==> src/hdl/snb_defines.svh <==
// Constants for the serial NAND bus interface
`ifndef SNB_DEFINES_SVH
`define SNB_DEFINES_SVH

// -------------------------------------------------------------
// Byte framing
// -------------------------------------------------------------
`define SNB_BYTE_BITS        4'h8
`define SNB_IDLE_BYTE        8'hFF
`define SNB_FIFO_DEPTH       8
`define SNB_FIFO_WIDTH       8

// -------------------------------------------------------------
// Block lock register layout and reset value
// -------------------------------------------------------------
`define SNB_LOCK_RESET       8'h7C
`define SNB_LOCK_WD_BIT      7
`define SNB_LOCK_PINDIS_BIT  1
`define SNB_LOCK_KEEP_MSB    7
`define SNB_LOCK_KEEP_LSB    2

// -------------------------------------------------------------
// Security configuration and legacy read commands
// -------------------------------------------------------------
`define SNB_CFG_NOR_READ     3'h5
`define SNB_CMD_READ_SLOW    8'h03
`define SNB_CMD_READ_FAST    8'h0B

// -------------------------------------------------------------
// Synchroniser slot order
// -------------------------------------------------------------
`define SNB_SYNC_COUNT       6
`define SNB_SYNC_SCLK        0
`define SNB_SYNC_CSN         1
`define SNB_SYNC_LINE0       2
`define SNB_SYNC_LINE1       3
`define SNB_SYNC_LINE2       4
`define SNB_SYNC_LINE3       5

`endif

==> src/hdl/snb_pkg.sv <==
// Types shared by the serial NAND bus interface
`default_nettype none

package snb_pkg;

    // ---------------------------------------------------------
    // Data line configuration
    // ---------------------------------------------------------
    typedef enum logic [1:0] {
        SNB_LANE_SINGLE = 2'b00,
        SNB_LANE_DUAL   = 2'b01,
        SNB_LANE_QUAD   = 2'b10
    } snb_lane_t;

    // ---------------------------------------------------------
    // Interface state
    // ---------------------------------------------------------
    typedef enum logic [1:0] {
        SNB_ST_IDLE   = 2'b00,
        SNB_ST_ACTIVE = 2'b01,
        SNB_ST_HOLD   = 2'b10
    } snb_state_t;

endpackage

`default_nettype wire

==> src/hdl/snb_fifo.sv <==
// Receive byte FIFO with valid and ready on both sides
`default_nettype none

module snb_fifo #(
    parameter int WIDTH = 8,
    parameter int DEPTH = 8
) (
    // Clock and reset
    input  wire logic             clk,
    input  wire logic             reset,
    input  wire logic             clkEnable,
    // Fill side
    input  wire logic [WIDTH-1:0] inData,
    input  wire logic             inValid,
    output logic                  inReady,
    // Drain side
    output logic [WIDTH-1:0]      outData,
    output logic                  outValid,
    input  wire logic             outReady
);
    localparam int PW = (DEPTH > 1) ? $clog2(DEPTH) : 1;
    localparam int CW = $clog2(DEPTH + 1);

    logic [WIDTH-1:0] mem [DEPTH];
    logic [PW-1:0]    wrIdx;
    logic [PW-1:0]    rdIdx;
    logic [CW-1:0]    count;
    logic             doPush;
    logic             doPop;

    assign inReady  = (count != CW'(DEPTH));
    assign outValid = (count != '0);
    assign outData  = mem[rdIdx];
    assign doPush   = clkEnable && inValid && inReady;
    assign doPop    = clkEnable && outValid && outReady;

    always_ff @(posedge clk) begin
        if (doPush) begin
            mem[wrIdx] <= inData;
        end
    end

    always_ff @(posedge clk) begin
        if (reset) begin
            wrIdx <= '0;
            rdIdx <= '0;
            count <= '0;
        end else begin
            if (doPush) begin
                wrIdx <= (wrIdx == PW'(DEPTH - 1)) ? '0 : wrIdx + 1'b1;
            end
            if (doPop) begin
                rdIdx <= (rdIdx == PW'(DEPTH - 1)) ? '0 : rdIdx + 1'b1;
            end
            if (doPush && !doPop) begin
                count <= count + 1'b1;
            end else if (doPop && !doPush) begin
                count <= count - 1'b1;
            end
        end
    end

endmodule

`default_nettype wire

==> src/hdl/snb_bus_interface.sv <==
// Serial bus front end of a serial NAND flash device
`include "snb_defines.svh"
`default_nettype none

module snb_bus_interface (
    // Clock and reset
    input  wire logic              sys_clk,
    input  wire logic              reset,
    input  wire logic              clkEnable,
    // Serial pins
    input  wire logic              chipSelN,
    input  wire logic              serialClk,
    input  wire logic              line0In,
    output logic                   line0Out,
    output logic                   line0OeN,
    input  wire logic              line1In,
    output logic                   line1Out,
    output logic                   line1OeN,
    input  wire logic              line2In,
    output logic                   line2Out,
    output logic                   line2OeN,
    input  wire logic              line3In,
    output logic                   line3Out,
    output logic                   line3OeN,
    // Configuration
    input  wire snb_pkg::snb_lane_t laneMode,
    input  wire logic              pauseEnable,
    input  wire logic [2:0]        securityCfg,
    input  wire logic              internalBusy,
    // Block lock register access
    input  wire logic              lockWrEn,
    input  wire logic [7:0]        lockWrData,
    output logic [7:0]             lockReg,
    output logic                   lockFrozen,
    // Received bytes
    output logic [7:0]             rxData,
    output logic                   rxValid,
    input  wire logic              rxReady,
    output logic                   rxOverrun,
    // Transmit bytes
    input  wire logic              txEnable,
    input  wire logic [7:0]        txData,
    input  wire logic              txValid,
    output logic                   txTaken,
    // Status
    output logic                   selected,
    output logic                   standby,
    output logic                   paused,
    output logic                   norReadMode,
    output logic                   norReadCmd
);
    import snb_pkg::*;

    // ---------------------------------------------------------
    // Helpers
    // ---------------------------------------------------------
    function automatic logic [3:0] laneWidth(input snb_lane_t m);
        case (m)
            SNB_LANE_DUAL: laneWidth = 4'h2;
            SNB_LANE_QUAD: laneWidth = 4'h4;
            default:       laneWidth = 4'h1;
        endcase
    endfunction

    // ---------------------------------------------------------
    // Pin synchronisers
    // ---------------------------------------------------------
    logic [`SNB_SYNC_COUNT-1:0] rawIn;
    logic [`SNB_SYNC_COUNT-1:0] syncA;
    logic [`SNB_SYNC_COUNT-1:0] syncB;

    assign rawIn = {line3In, line2In, line1In, line0In, chipSelN,
                    serialClk};

    genvar gi;
    generate
        for (gi = 0; gi < `SNB_SYNC_COUNT; gi++) begin : gSync
            always_ff @(posedge sys_clk) begin
                if (reset) begin
                    syncA[gi] <= 1'b1;
                    syncB[gi] <= 1'b1;
                end else if (clkEnable) begin
                    syncA[gi] <= rawIn[gi];
                    syncB[gi] <= syncA[gi];
                end
            end
        end
    endgenerate

    // ---------------------------------------------------------
    // Edge detection and pause decode
    // ---------------------------------------------------------
    snb_state_t state;
    snb_state_t next_state;
    logic       sclkPrev;
    logic       pausePrev;
    logic       sclkS;
    logic       selS;
    logic       quad;
    logic       pauseEff;
    logic       sclkRise;
    logic       sclkFall;
    logic       holdEnter;
    logic       holdExit;

    assign sclkS    = syncB[`SNB_SYNC_SCLK];
    assign selS     = !syncB[`SNB_SYNC_CSN];
    assign quad     = (laneMode == SNB_LANE_QUAD);
    // Pause pin only counts when the option is present, not in quad
    assign pauseEff = (pauseEnable && !quad)
                      ? syncB[`SNB_SYNC_LINE3] : 1'b1;
    assign sclkRise = sclkS && !sclkPrev;
    assign sclkFall = !sclkS && sclkPrev;
    assign holdEnter = (pausePrev && !pauseEff && !sclkS)
                       || (sclkFall && !pauseEff);
    assign holdExit  = (!pausePrev && pauseEff && !sclkS)
                       || (sclkFall && pauseEff);

    always_ff @(posedge sys_clk) begin
        if (reset) begin
            // Matches the synchroniser reset so no false edge follows
            sclkPrev  <= 1'b1;
            pausePrev <= 1'b1;
        end else if (clkEnable) begin
            sclkPrev  <= sclkS;
            pausePrev <= pauseEff;
        end
    end

    // ---------------------------------------------------------
    // Interface state machine
    // ---------------------------------------------------------
    always_comb begin
        next_state = state;
        case (state)
            SNB_ST_IDLE: begin
                if (selS) begin
                    next_state = SNB_ST_ACTIVE;
                end
            end
            SNB_ST_ACTIVE: begin
                if (!selS) begin
                    next_state = SNB_ST_IDLE;
                end else if (holdEnter) begin
                    next_state = SNB_ST_HOLD;
                end
            end
            SNB_ST_HOLD: begin
                if (!selS) begin
                    next_state = SNB_ST_IDLE;
                end else if (holdExit) begin
                    next_state = SNB_ST_ACTIVE;
                end
            end
            default: next_state = SNB_ST_IDLE;
        endcase
    end

    always_ff @(posedge sys_clk) begin
        if (reset) begin
            state <= SNB_ST_IDLE;
        end else if (clkEnable) begin
            state <= next_state;
        end
    end

    // Clock edges only count while active and not entering pause
    logic shiftGo;
    logic driveGo;
    assign shiftGo = (state == SNB_ST_ACTIVE) && selS
                     && !holdEnter && sclkRise;
    assign driveGo = (state == SNB_ST_ACTIVE) && selS
                     && !holdEnter && sclkFall;

    // ---------------------------------------------------------
    // Receive shifter
    // ---------------------------------------------------------
    logic       firstByte;
    logic [3:0] bitCnt;
    logic [7:0] rxShift;
    logic [7:0] next_rxShift;
    logic [3:0] rxWidth;
    logic       byteDone;
    logic [7:0] pendByte;
    logic       pendValid;
    logic       fifoReady;

    // The command byte always travels on line 0 alone
    assign rxWidth  = firstByte ? 4'h1 : laneWidth(laneMode);
    assign byteDone = shiftGo && (bitCnt + rxWidth == `SNB_BYTE_BITS);

    always_comb begin
        case (rxWidth)
            4'h2:    next_rxShift = {rxShift[5:0],
                         syncB[`SNB_SYNC_LINE1], syncB[`SNB_SYNC_LINE0]};
            4'h4:    next_rxShift = {rxShift[3:0],
                         syncB[`SNB_SYNC_LINE3], syncB[`SNB_SYNC_LINE2],
                         syncB[`SNB_SYNC_LINE1], syncB[`SNB_SYNC_LINE0]};
            default: next_rxShift = {rxShift[6:0],
                         syncB[`SNB_SYNC_LINE0]};
        endcase
    end

    always_ff @(posedge sys_clk) begin
        if (reset) begin
            firstByte <= 1'b1;
            bitCnt    <= 4'h0;
            rxShift   <= 8'h00;
        end else if (clkEnable) begin
            if (!selS) begin
                firstByte <= 1'b1;
                bitCnt    <= 4'h0;
            end else if (shiftGo) begin
                rxShift <= next_rxShift;
                if (byteDone) begin
                    bitCnt    <= 4'h0;
                    firstByte <= 1'b0;
                end else begin
                    bitCnt <= bitCnt + rxWidth;
                end
            end
        end
    end

    // Completed bytes wait here until the FIFO takes them
    always_ff @(posedge sys_clk) begin
        if (reset) begin
            pendValid <= 1'b0;
            pendByte  <= 8'h00;
            rxOverrun <= 1'b0;
        end else if (clkEnable) begin
            if (byteDone) begin
                pendValid <= 1'b1;
                pendByte  <= next_rxShift;
                if (pendValid && !fifoReady) begin
                    rxOverrun <= 1'b1;
                end
            end else if (fifoReady) begin
                pendValid <= 1'b0;
            end
            if (!selS && !byteDone) begin
                rxOverrun <= 1'b0;
            end
        end
    end

    snb_fifo #(
        .WIDTH (`SNB_FIFO_WIDTH),
        .DEPTH (`SNB_FIFO_DEPTH)
    ) uRxFifo (
        .clk       (sys_clk),
        .reset     (reset),
        .clkEnable (clkEnable),
        .inData    (pendByte),
        .inValid   (pendValid),
        .inReady   (fifoReady),
        .outData   (rxData),
        .outValid  (rxValid),
        .outReady  (rxReady)
    );

    // ---------------------------------------------------------
    // Legacy read command recognition
    // ---------------------------------------------------------
    always_ff @(posedge sys_clk) begin
        if (reset) begin
            norReadMode <= 1'b0;
            norReadCmd  <= 1'b0;
        end else if (clkEnable) begin
            norReadMode <= (securityCfg == `SNB_CFG_NOR_READ);
            norReadCmd  <= byteDone && firstByte && norReadMode
                && (next_rxShift == `SNB_CMD_READ_SLOW
                    || next_rxShift == `SNB_CMD_READ_FAST);
        end
    end

    // ---------------------------------------------------------
    // Transmit shifter and line drivers
    // ---------------------------------------------------------
    logic [7:0] txShift;
    logic [3:0] txCnt;
    logic [3:0] txWidth;
    logic [7:0] txWord;
    logic [3:0] outBits;
    logic       txStarted;
    logic       driving;

    assign txWidth = laneWidth(laneMode);
    assign txWord  = (txCnt == 4'h0)
                     ? (txValid ? txData : `SNB_IDLE_BYTE) : txShift;
    assign driving = txStarted && txEnable && selS
                     && (state == SNB_ST_ACTIVE);

    always_ff @(posedge sys_clk) begin
        if (reset) begin
            txShift   <= 8'h00;
            txCnt     <= 4'h0;
            outBits   <= 4'h0;
            txStarted <= 1'b0;
            txTaken   <= 1'b0;
        end else if (clkEnable) begin
            txTaken <= 1'b0;
            if (!selS || !txEnable) begin
                txCnt     <= 4'h0;
                txStarted <= 1'b0;
            end else if (driveGo) begin
                txStarted <= 1'b1;
                txTaken   <= (txCnt == 4'h0) && txValid;
                case (txWidth)
                    4'h2:    outBits <= {2'b00, txWord[7:6]};
                    4'h4:    outBits <= txWord[7:4];
                    default: outBits <= {2'b00, 1'b0, txWord[7]};
                endcase
                txShift <= 8'(txWord << txWidth);
                txCnt   <= (txCnt == 4'h0)
                           ? `SNB_BYTE_BITS - txWidth : txCnt - txWidth;
            end
        end
    end

    // Output enables are low while the line is driven
    always_ff @(posedge sys_clk) begin
        if (reset) begin
            line0Out <= 1'b0;
            line1Out <= 1'b0;
            line2Out <= 1'b0;
            line3Out <= 1'b0;
            line0OeN <= 1'b1;
            line1OeN <= 1'b1;
            line2OeN <= 1'b1;
            line3OeN <= 1'b1;
        end else if (clkEnable) begin
            case (txWidth)
                4'h4: begin
                    {line3Out, line2Out, line1Out, line0Out} <= outBits;
                end
                4'h2: begin
                    {line1Out, line0Out} <= outBits[1:0];
                end
                default: begin
                    line1Out <= outBits[0];
                end
            endcase
            line1OeN <= !driving;
            line0OeN <= !(driving && txWidth != 4'h1);
            line2OeN <= !(driving && quad);
            line3OeN <= !(driving && quad);
        end
    end

    // ---------------------------------------------------------
    // Block lock register
    // ---------------------------------------------------------
    logic wpLow;
    logic freezeNow;
    assign wpLow     = !syncB[`SNB_SYNC_LINE2] && !quad;
    assign freezeNow = !lockReg[`SNB_LOCK_PINDIS_BIT]
                       && lockReg[`SNB_LOCK_WD_BIT] && wpLow;

    always_ff @(posedge sys_clk) begin
        if (reset) begin
            lockReg    <= `SNB_LOCK_RESET;
            lockFrozen <= 1'b0;
        end else if (clkEnable) begin
            lockFrozen <= freezeNow;
            if (lockWrEn) begin
                lockReg[0] <= 1'b0;
                lockReg[`SNB_LOCK_PINDIS_BIT] <=
                    lockWrData[`SNB_LOCK_PINDIS_BIT];
                if (!freezeNow) begin
                    lockReg[`SNB_LOCK_KEEP_MSB:`SNB_LOCK_KEEP_LSB] <=
                        lockWrData[`SNB_LOCK_KEEP_MSB:`SNB_LOCK_KEEP_LSB];
                end
            end
        end
    end

    // ---------------------------------------------------------
    // Status outputs
    // ---------------------------------------------------------
    always_ff @(posedge sys_clk) begin
        if (reset) begin
            selected <= 1'b0;
            standby  <= 1'b1;
            paused   <= 1'b0;
        end else if (clkEnable) begin
            selected <= selS;
            standby  <= !selS && !internalBusy;
            paused   <= (next_state == SNB_ST_HOLD);
        end
    end

endmodule

`default_nettype wire

==> config.mk <==
export PLATFORM = sky130hd
export DESIGN_NAME = snb_bus_interface
export DESIGN_NICKNAME = d
export VERILOG_FILES = /design/src/hdl/snb_pkg.sv /design/src/hdl/snb_fifo.sv /design/src/hdl/snb_bus_interface.sv
export VERILOG_INCLUDE_DIRS = /design/src /design/src/hdl
export SDC_FILE = /design/constraint.sdc
export NUM_CORES = 1
export LEC_CHECK = 0
export ABC_AREA = 1
export BUFFER_PORTS_ARGS = -buffer_cell sky130_fd_sc_hd__buf_2
export CAP_MARGIN = 20
export CELL_PAD_IN_SITES_DETAIL_PLACEMENT = 0
export CELL_PAD_IN_SITES_GLOBAL_PLACEMENT = 1
export CORE_ASPECT_RATIO = 1.25
export CORE_MARGIN = 2
export CORE_UTILIZATION = 46
export CTS_BUF_LIST = sky130_fd_sc_hd__clkbuf_4 sky130_fd_sc_hd__clkbuf_8
export DETAILED_ROUTE_END_ITERATION = 10
export GPL_TIMING_DRIVEN = 0
export HOLD_SLACK_MARGIN = 0.03
export PLACE_DENSITY = 0.91
export SLEW_MARGIN = 40
export SYNTH_ARGS = -nofsm -noshare
export SYNTH_HDL_FRONTEND = slang
export SYNTH_SLANG_ARGS = --single-unit
export TNS_END_PERCENT = 20
==> constraint.sdc <==
create_clock -name sys_clk -period 3 [get_ports sys_clk]
set_clock_uncertainty 0.1 [all_clocks]
set_input_delay 0 -clock sys_clk [delete_from_list [all_inputs] [get_ports sys_clk]]
set_output_delay 0 -clock sys_clk [all_outputs]
set_load 0.01 [all_outputs]
==> results of run 1 <==
==> registers in the layout, summed over array words and instances (netlist names), 2 cells and up, named ones only <==
signal	count
bitCnt	4
lockReg	7
outBits	4
pendByte	8
rxShift	7
state	2
syncA	6
syncB	5
txCnt	4
txShift	8
uRxFifo.count	4
uRxFifo.mem	64
uRxFifo.rdIdx	3
uRxFifo.wrIdx	3
==> where the power goes <==
| part | switching [mW] | internal (mW) | leakage, nW |
|---|---|---|---|
| logic | 0.245 | 0.154 | 1.84 |
| clock network | 0.915 | 0.631 | 0.193 |
| registers | 0.0266 | 2.19 | 1.24 |
==> synth_stat cells (all sizes together) <==
library cell,instances
a21oi,57
a22oi,1
a31oi,10
buf,8
clkbuf,23
conb,1
dfxtp,89
edfxtp,64
fa,2
ha,17
inv,73
nand2,152
nand3,59
nand3b,4
nand4,8
nor2,127
nor3,1
nor4,1
o211a,2
o211ai,2
o21a,3
o21ai,85
o221ai,1
o22ai,9
o31ai,1
or2,4
or3b,1
xnor2,2
xor2,1
==> layer usage <==
| layer | up-vias | part of all wire, % | GRT usage [%] |
|---|---|---|---|
| li1 | 2967 | - | - |
| met1 | 2674 | 40 | 24.3 |
| met2 | 146 | 53 | 40.1 |
| met3 | 33 | 4.2 | 3.74 |
| met4 | 0 | 3.1 | 10.1 |
| met5 | - | 0 | 0 |
==> worst register-to-register path: cells and delay by family (launching register included) <==
kind / cells / cell delay, ns
AOI/OAI and AO/OA: 1 / 0.06
buffers and inverters: 3 / 1.34
and+or+nand+nor: 6 / 0.66
DFF: 1 / 0.35
==> stage by stage <==
step	power [mW]	hold slack [ns]
6_report	4.16	0.0484
5_1_grt	4.32	0.0862
4_1_cts	4.18	0.0329
3_5_place_dp	2.62	0.107
3_3_place_gp	2.62	0.0993
2_1_floorplan	2.49	0.0118
==> final cells by class <==
| cell class | count | area [µm²] | share of cell area, % |
|---|---|---|---|
| Multi-Input combinational cell | 551 | 2810 | 34.0 |
| Buffer | 31 | 145 | 1.76 |
| Inverter | 73 | 274 | 3.31 |
| Timing Repair Buffer | 104 | 711 | 8.59 |
| Tap cell | 182 | 228 | 2.75 |
| Clock inverter | 15 | 165 | 2.00 |
| Clock buffer | 17 | 234 | 2.83 |
| Sequential cell | 153 | 3700 | 44.8 |
==> cells by family after synthesis <==
group	after synthesis	share of synthesized area (%)
adder cells (fa/ha/maj)	19	3.65
flip-flops	153	53.4
buffers and inverters	104	6.03
XOR/XNOR	3	0.379
AND/OR/NAND/NOR	357	23.1
AO/OA/AOI/OAI	171	13.3
other	1	0.0541
==> path summary, 6_finish.rpt <==
kind	start	end	slack (ns)	cells past startpoint
max reg2reg	txCnt[1]$_SDFFE_PP0P_	outBits[0]$_SDFFE_PP0P_	0.40	10
max	clkEnable	lockReg[1]$_SDFFE_PP0P_	0.34	8
min	txData[2]	txShift[4]$_SDFFE_PP0P_	0.05	7
min reg2reg	lockReg[4]$_SDFFE_PP1P_	lockReg[4]$_SDFFE_PP1P_	0.36	2
==> timing repair <==
action,CTS,global route
setup endpoints to repair,0,1
hold buffers,38,0
resized for setup,0,2
endpoints found under the hold margin,59,0
==> cell usage in the layout, fill, tap and decap left out, types with 2 or more instances in the layout <==
cell,instances
buf_2,67
ha_1,17
nor2_4,4
o21a_1,3
nand2_1,144
fa_1,2
o22ai_1,9
inv_8,6
clkbuf_1,22
buf_4,3
a21oi_1,55
inv_1,65
nand2_4,2
nand3b_1,4
clkinvlp_4,3
inv_6,3
clkinv_8,3
clkbuf_8,17
nor2_1,115
nand3_4,2
o211a_1,2
inv_2,8
nand3_2,5
buf_6,2
a21oi_2,2
nand3_1,52
edfxtp_1,64
xnor2_1,2
dlygate4sd3_1,38
or2_2,3
a31oi_1,10
buf_1,2
nand4_1,7
nand2_2,6
nor2_2,8
o21ai_1,8
o211ai_1,2
dfxtp_1,89
o21ai_0,76
==> flow_metrics.env, run 1 <==
export IMPL_period_share_pct=88.6
export IMPL_critPathMaxFanout=10
export IMPL_setup_ws_ns=0.342
export IMPL_dpl_cell_area_mm2=0.00749
export IMPL_synth_area_mm2=0.00693
export IMPL_rows=50
export IMPL_postSynthCellCount=808
export IMPL_io_pins=69
export IMPL_cts_tree="done"
export IMPL_status="finished, final reports clean"
export IMPL_clk_pin_slew_ns=0.10
export IMPL_powerDensity_mw_per_mm2=503
export IMPL_pre_cts_ws_ns=0.426
export IMPL_diodes=0
export IMPL_vias=5820
export IMPL_root_buffer="clkbuf_8"
export IMPL_insertion_delay_ns=0.46
export IMPL_syn_num_nets=863
export IMPL_max_clock_path_buffers=2
export IMPL_ys_types=44
export IMPL_core_area_mm2=0.0149
export IMPL_critPathBufInv=6
export IMPL_drt_iter0_markers=269
export IMPL_initial_core_util_pct=46.5
export IMPL_cpMostUsedCell="dlygate4sd3_1"
export IMPL_grt_use_total_pct=21.8
export IMPL_wirelength_um=16600
export IMPL_cap_violations=0
export IMPL_post_drt_via_cell_ratio=5.17
export IMPL_dieArea_mm2=0.0161
export IMPL_antenna_found_initial=0
export IMPL_gp_congestion=0.885
export IMPL_ant_nets=0
export IMPL_design_area_mm2=0.00827
export IMPL_final_hold_viol_count=0
export IMPL_cts_htree_levels=4
export IMPL_drv_slew=0
export IMPL_relSlewSlack_pct=47.1
export IMPL_drive_above_1_share_pct=15.7
export IMPL_setup_tns_ns=0
export IMPL_routedWlPerCell_um=14.7
export IMPL_dpl_cell_count=1056
export IMPL_worstPathArrival_ns=2.97
export IMPL_min_period_ns=2.66
export IMPL_synth_seq_area_share_pct=53.4
export IMPL_post_cts_setup_buffers=0
export IMPL_crit_chain="dlygate4sd3_1 -> buf_2 -> clkbuf_2 -> buf_1 -> nand3_1 -> dlygate4sd3_1 -> a21oi_1 -> dlygate4sd3_1"
export IMPL_die_w_um=114
export IMPL_area_delta_synth_final_pct=19.3
export IMPL_nets=986
export IMPL_synth_top_cell_area_share_pct=27.7
export IMPL_fill_cells=1381
export IMPL_worstSetupPathType="input port to flop"
export IMPL_grt_pass1_vias=5568
export IMPL_hpwl_um=11600
export IMPL_cpLargestDelayFamily="buffers and inverters"
export IMPL_syn_avg_cell_area_um2=8.58
export IMPL_worst_slew_pin_slew_ns=0.793
export IMPL_critical_path_max_stage_delay_ns=0.60
export IMPL_clock_fmax_ghz=0.376
export IMPL_final_util_pct=55.5
export IMPL_layoutNonFillerInstCount=1126
export IMPL_synth_top_cells_by_area="edfxtp_1 28%, dfxtp_1 26%, nand2_1 7.8%"
export IMPL_cp_start_kind="input port"
export IMPL_end_kind="flop"
export IMPL_setup_viol=0
export IMPL_yosys_area_top_type="edfxtp_1"
export IMPL_hp_class="input port to flop"
export IMPL_portBuffers=66
export IMPL_grt_pass1_wl_um=26900
export IMPL_cts_sinks=153
export IMPL_fp_dieH_um=141
export IMPL_ir_drop_mv=0.364
export IMPL_dr_pass1_iters=5
export IMPL_synth_seq_cells=153
export IMPL_numCtsBuffers=17
export IMPL_synth_warnings=0
export IMPL_cp_slowest_cell="dlygate4sd3_1"
export IMPL_post_route_drc_count=0
export IMPL_grt_overflow_total=0
export IMPL_critPathRequiredTime_ns=3.31
export IMPL_rsz0062_at_grt="false"
export IMPL_p_leak_nw=3.27
export IMPL_grt_max_degree=19
No activity file was read; power rests on OpenSTA's default activity.
==> run 2: changes to the inputs <==
--- a/config.mk
+++ b/config.mk
@@ -19,6 +19,7 @@
 export GPL_TIMING_DRIVEN = 0
 export HOLD_SLACK_MARGIN = 0.03
 export PLACE_DENSITY = 0.91
+export REMOVE_ABC_BUFFERS = 1
 export SLEW_MARGIN = 40
 export SYNTH_ARGS = -nofsm -noshare
 export SYNTH_HDL_FRONTEND = slang
==> flow_metrics.env, run 2 (synthesized netlist as in run 1, its figures left out) <==
export IMPL_max_clock_path_buffers=2
export IMPL_cts_sinks=153
export IMPL_hp_class="input port to flop"
export IMPL_critical_path_startpoint="txCnt[1]$_SDFFE_PP0P_"
export IMPL_clk_pin_slew_ns=0.09
export IMPL_critPathMaxFanout=10
export IMPL_drt_iter0_markers=300
export IMPL_p_total_mw=4.27
export IMPL_worst_slew_pin_slew_ns=0.807
export IMPL_cpMostUsedCell="nand3_1"
export IMPL_seq_area_mm2=0.00370
export IMPL_top_register="uRxFifo.mem"
export IMPL_powerDensity_mw_per_mm2=522
export IMPL_status="finished, final reports clean"
export IMPL_design_area_mm2=0.00817
export IMPL_worstPathArrival_ns=2.93
export IMPL_r2r_slack_ns=0.29
export IMPL_grt_use_total_pct=19.1
export IMPL_worst_r2r_endpoint="txShift[4]$_SDFFE_PP0P_"
export IMPL_ant_nets=0
export IMPL_combinationalPowerShare_pct=8.5
export IMPL_nets=955
export IMPL_dr_pass1_iters=5
export IMPL_multiInputGateArea_mm2=0.00281
export IMPL_dpl_cell_area_mm2=0.00735
export IMPL_largest_register_ff_count=64
export IMPL_portBuffers=66
export IMPL_p_clk_share_pct=39.4
export IMPL_vias=5592
export IMPL_ir_drop_mv=0.283
export IMPL_cts_tree="done"
export IMPL_root_buffer="clkbuf_8"
export IMPL_p_leak_nw=3.23
export IMPL_min_period_ns=2.71
export IMPL_path_depth=10
export IMPL_power_net_switching_mw=1.03
export IMPL_endpoint="txShift[4]$_SDFFE_PP0P_"
export IMPL_setup_ws_ns=0.289
export IMPL_io_pins=69
export IMPL_largestRegisters="uRxFifo.mem (64), pendByte (8), txShift (8)"
export IMPL_cpLargestDelayFamily="buffers and inverters"
export IMPL_fp_dieH_um=141
export IMPL_rsz0062_at_grt="false"
export IMPL_clock_fmax_ghz=0.369
export IMPL_pre_cts_ws_ns=0.172
export IMPL_gp_congestion=0.834
export IMPL_dieArea_mm2=0.0161
export IMPL_critPathRequiredTime_ns=3.22
export IMPL_hpwl_um=9690
export IMPL_initial_core_util_pct=46.5
export IMPL_numCtsBuffers=17
export IMPL_period_share_pct=90.4
export IMPL_routedWlPerCell_um=13.5
export IMPL_critPathBufInv=3
export IMPL_post_drt_via_cell_ratio=5.11
export IMPL_rows=50
export IMPL_reg2reg_from="txCnt[1]$_SDFFE_PP0P_"
export IMPL_setup_tns_ns=0
export IMPL_end_kind="flop"
export IMPL_antenna_found_initial=0
export IMPL_cts_htree_levels=4
export IMPL_cp_start_kind="flop"
export IMPL_final_cell_mix="144 x nand2_1, 113 x nor2_1, 88 x dfxtp_1"
export IMPL_grt_overflow_total=0
export IMPL_relSlewSlack_pct=46.0
export IMPL_drv_slew=0
export IMPL_diodes=0
export IMPL_post_route_drc_count=0
export IMPL_cp_slowest_cell="dlygate4sd3_1"
export IMPL_wirelength_um=14800
export IMPL_die_w_um=114
export IMPL_fill_cells=1380
export IMPL_area_delta_synth_final_pct=17.9
export IMPL_grt_pass1_vias=5304
export IMPL_worstSetupPathType="flop to flop"
export IMPL_grt_pass1_wl_um=24600
export IMPL_p_seq_share_pct=52.0
export IMPL_core_area_mm2=0.0149
export IMPL_mostFrequentLayoutCell="nand2_1"
export IMPL_crit_chain="nor2_1 -> nand3_2 -> inv_1 -> nand2_1 -> nand3_1 -> nand3_1 -> dlygate4sd3_1 -> nand3_1 -> dlygate4sd3_1 -> a31oi_1"
export IMPL_post_cts_setup_buffers=0
export IMPL_critical_path_max_stage_delay_ns=0.59
export IMPL_swShare_pct=24.1
export IMPL_setup_viol=0
export IMPL_holdWs_ns=0.0643
export IMPL_reg2reg_depth=10
export IMPL_insertion_delay_ns=0.44
export IMPL_grt_max_degree=45
export IMPL_internal_power_mw=3.24
export IMPL_final_hold_viol_count=0
export IMPL_drive_above_1_share_pct=15.8
export IMPL_cap_violations=0
-- run 2: cell count changes in the layout (fill, tap and decap cells not counted), sizes merged --
| cell | before | now |
|---|---|---|
| clkbuf | 40 | 17 |
| buf | 74 | 66 |
| inv | 82 | 75 |
| bufinv | 0 | 4 |
| clkinv | 3 | 7 |
| clkinvlp | 3 | 2 |
-- run 2: per-stage QoR --
step	util (%)	std cells
floorplan	-	777
global placement	49.3	1025
detailed placement	49.3	1025
CTS	54.7	1094
global route	54.9	1095
finish	54.9	1095
-- run 2: layout make-up --
type / instances / area share [%]
Tap cell: 182 / 2.79
Clock buffer: 17 / 2.86
Timing Repair Buffer: 104 / 8.73
Multi-Input combinational cell: 551 / 34.4
Clock inverter: 15 / 2.43
Sequential cell: 153 / 45.3
Inverter: 73 / 3.40
-- run 2: worst min-delay path by stage --
stage,start,endpoint,slack (ns),depth (start not counted)
after floorplan,reset,norReadCmd$_SDFFE_PP0P_,-0.04,1
after global routing,txData[0],txShift[0]$_SDFFE_PP0P_,0.08,7
final,txData[0],txShift[0]$_SDFFE_PP0P_,0.06,7
after global placement,internalBusy,standby$_SDFFE_PP1P_,0.1,2
after CTS,txData[0],txShift[0]$_SDFFE_PP0P_,0.04,7
after detailed placement,internalBusy,standby$_SDFFE_PP1P_,0.11,2
-- run 2: power by group through the flow --
stage                     sequential (mW)  combinational, mW  clock (mW)
after floorplan                      2.27              0.199           0
after global placement               2.27              0.323           0
after detailed placement             2.27              0.326           0
after CTS                            2.22              0.362        1.71
after global routing                 2.23              0.411        1.79
final                                2.22              0.363        1.68
-- run 2: worst register-to-register path, cell delays in order (launching register included) --
cell and delay (ns):
dfxtp_1 0.34, nor2_1 0.13, nand3_2 0.21, inv_1 0.25, nand2_1 0.11, nand3_1 0.10, nand3_1 0.08, dlygate4sd3_1 0.59
nand3_1 0.06, dlygate4sd3_1 0.55, a31oi_1 0.07
-- run 2: layer usage --
metal / track usage (%) / share of wire (%) / up-vias
li1: - / - / 2906
met1: 22.6 / 44 / 2566
met2: 34.9 / 52 / 108
met3: 3.61 / 3.5 / 12
met4: 5.58 / 0.86 / 0
met5: 0 / 0 / -
-- run 2: what timing repair did --
action,4_1_cts,5_1_grt
hold endpoints to repair,36,24
endpoints found under the setup margin,0,8
gates resized for setup,0,1
hold buffers,37,1
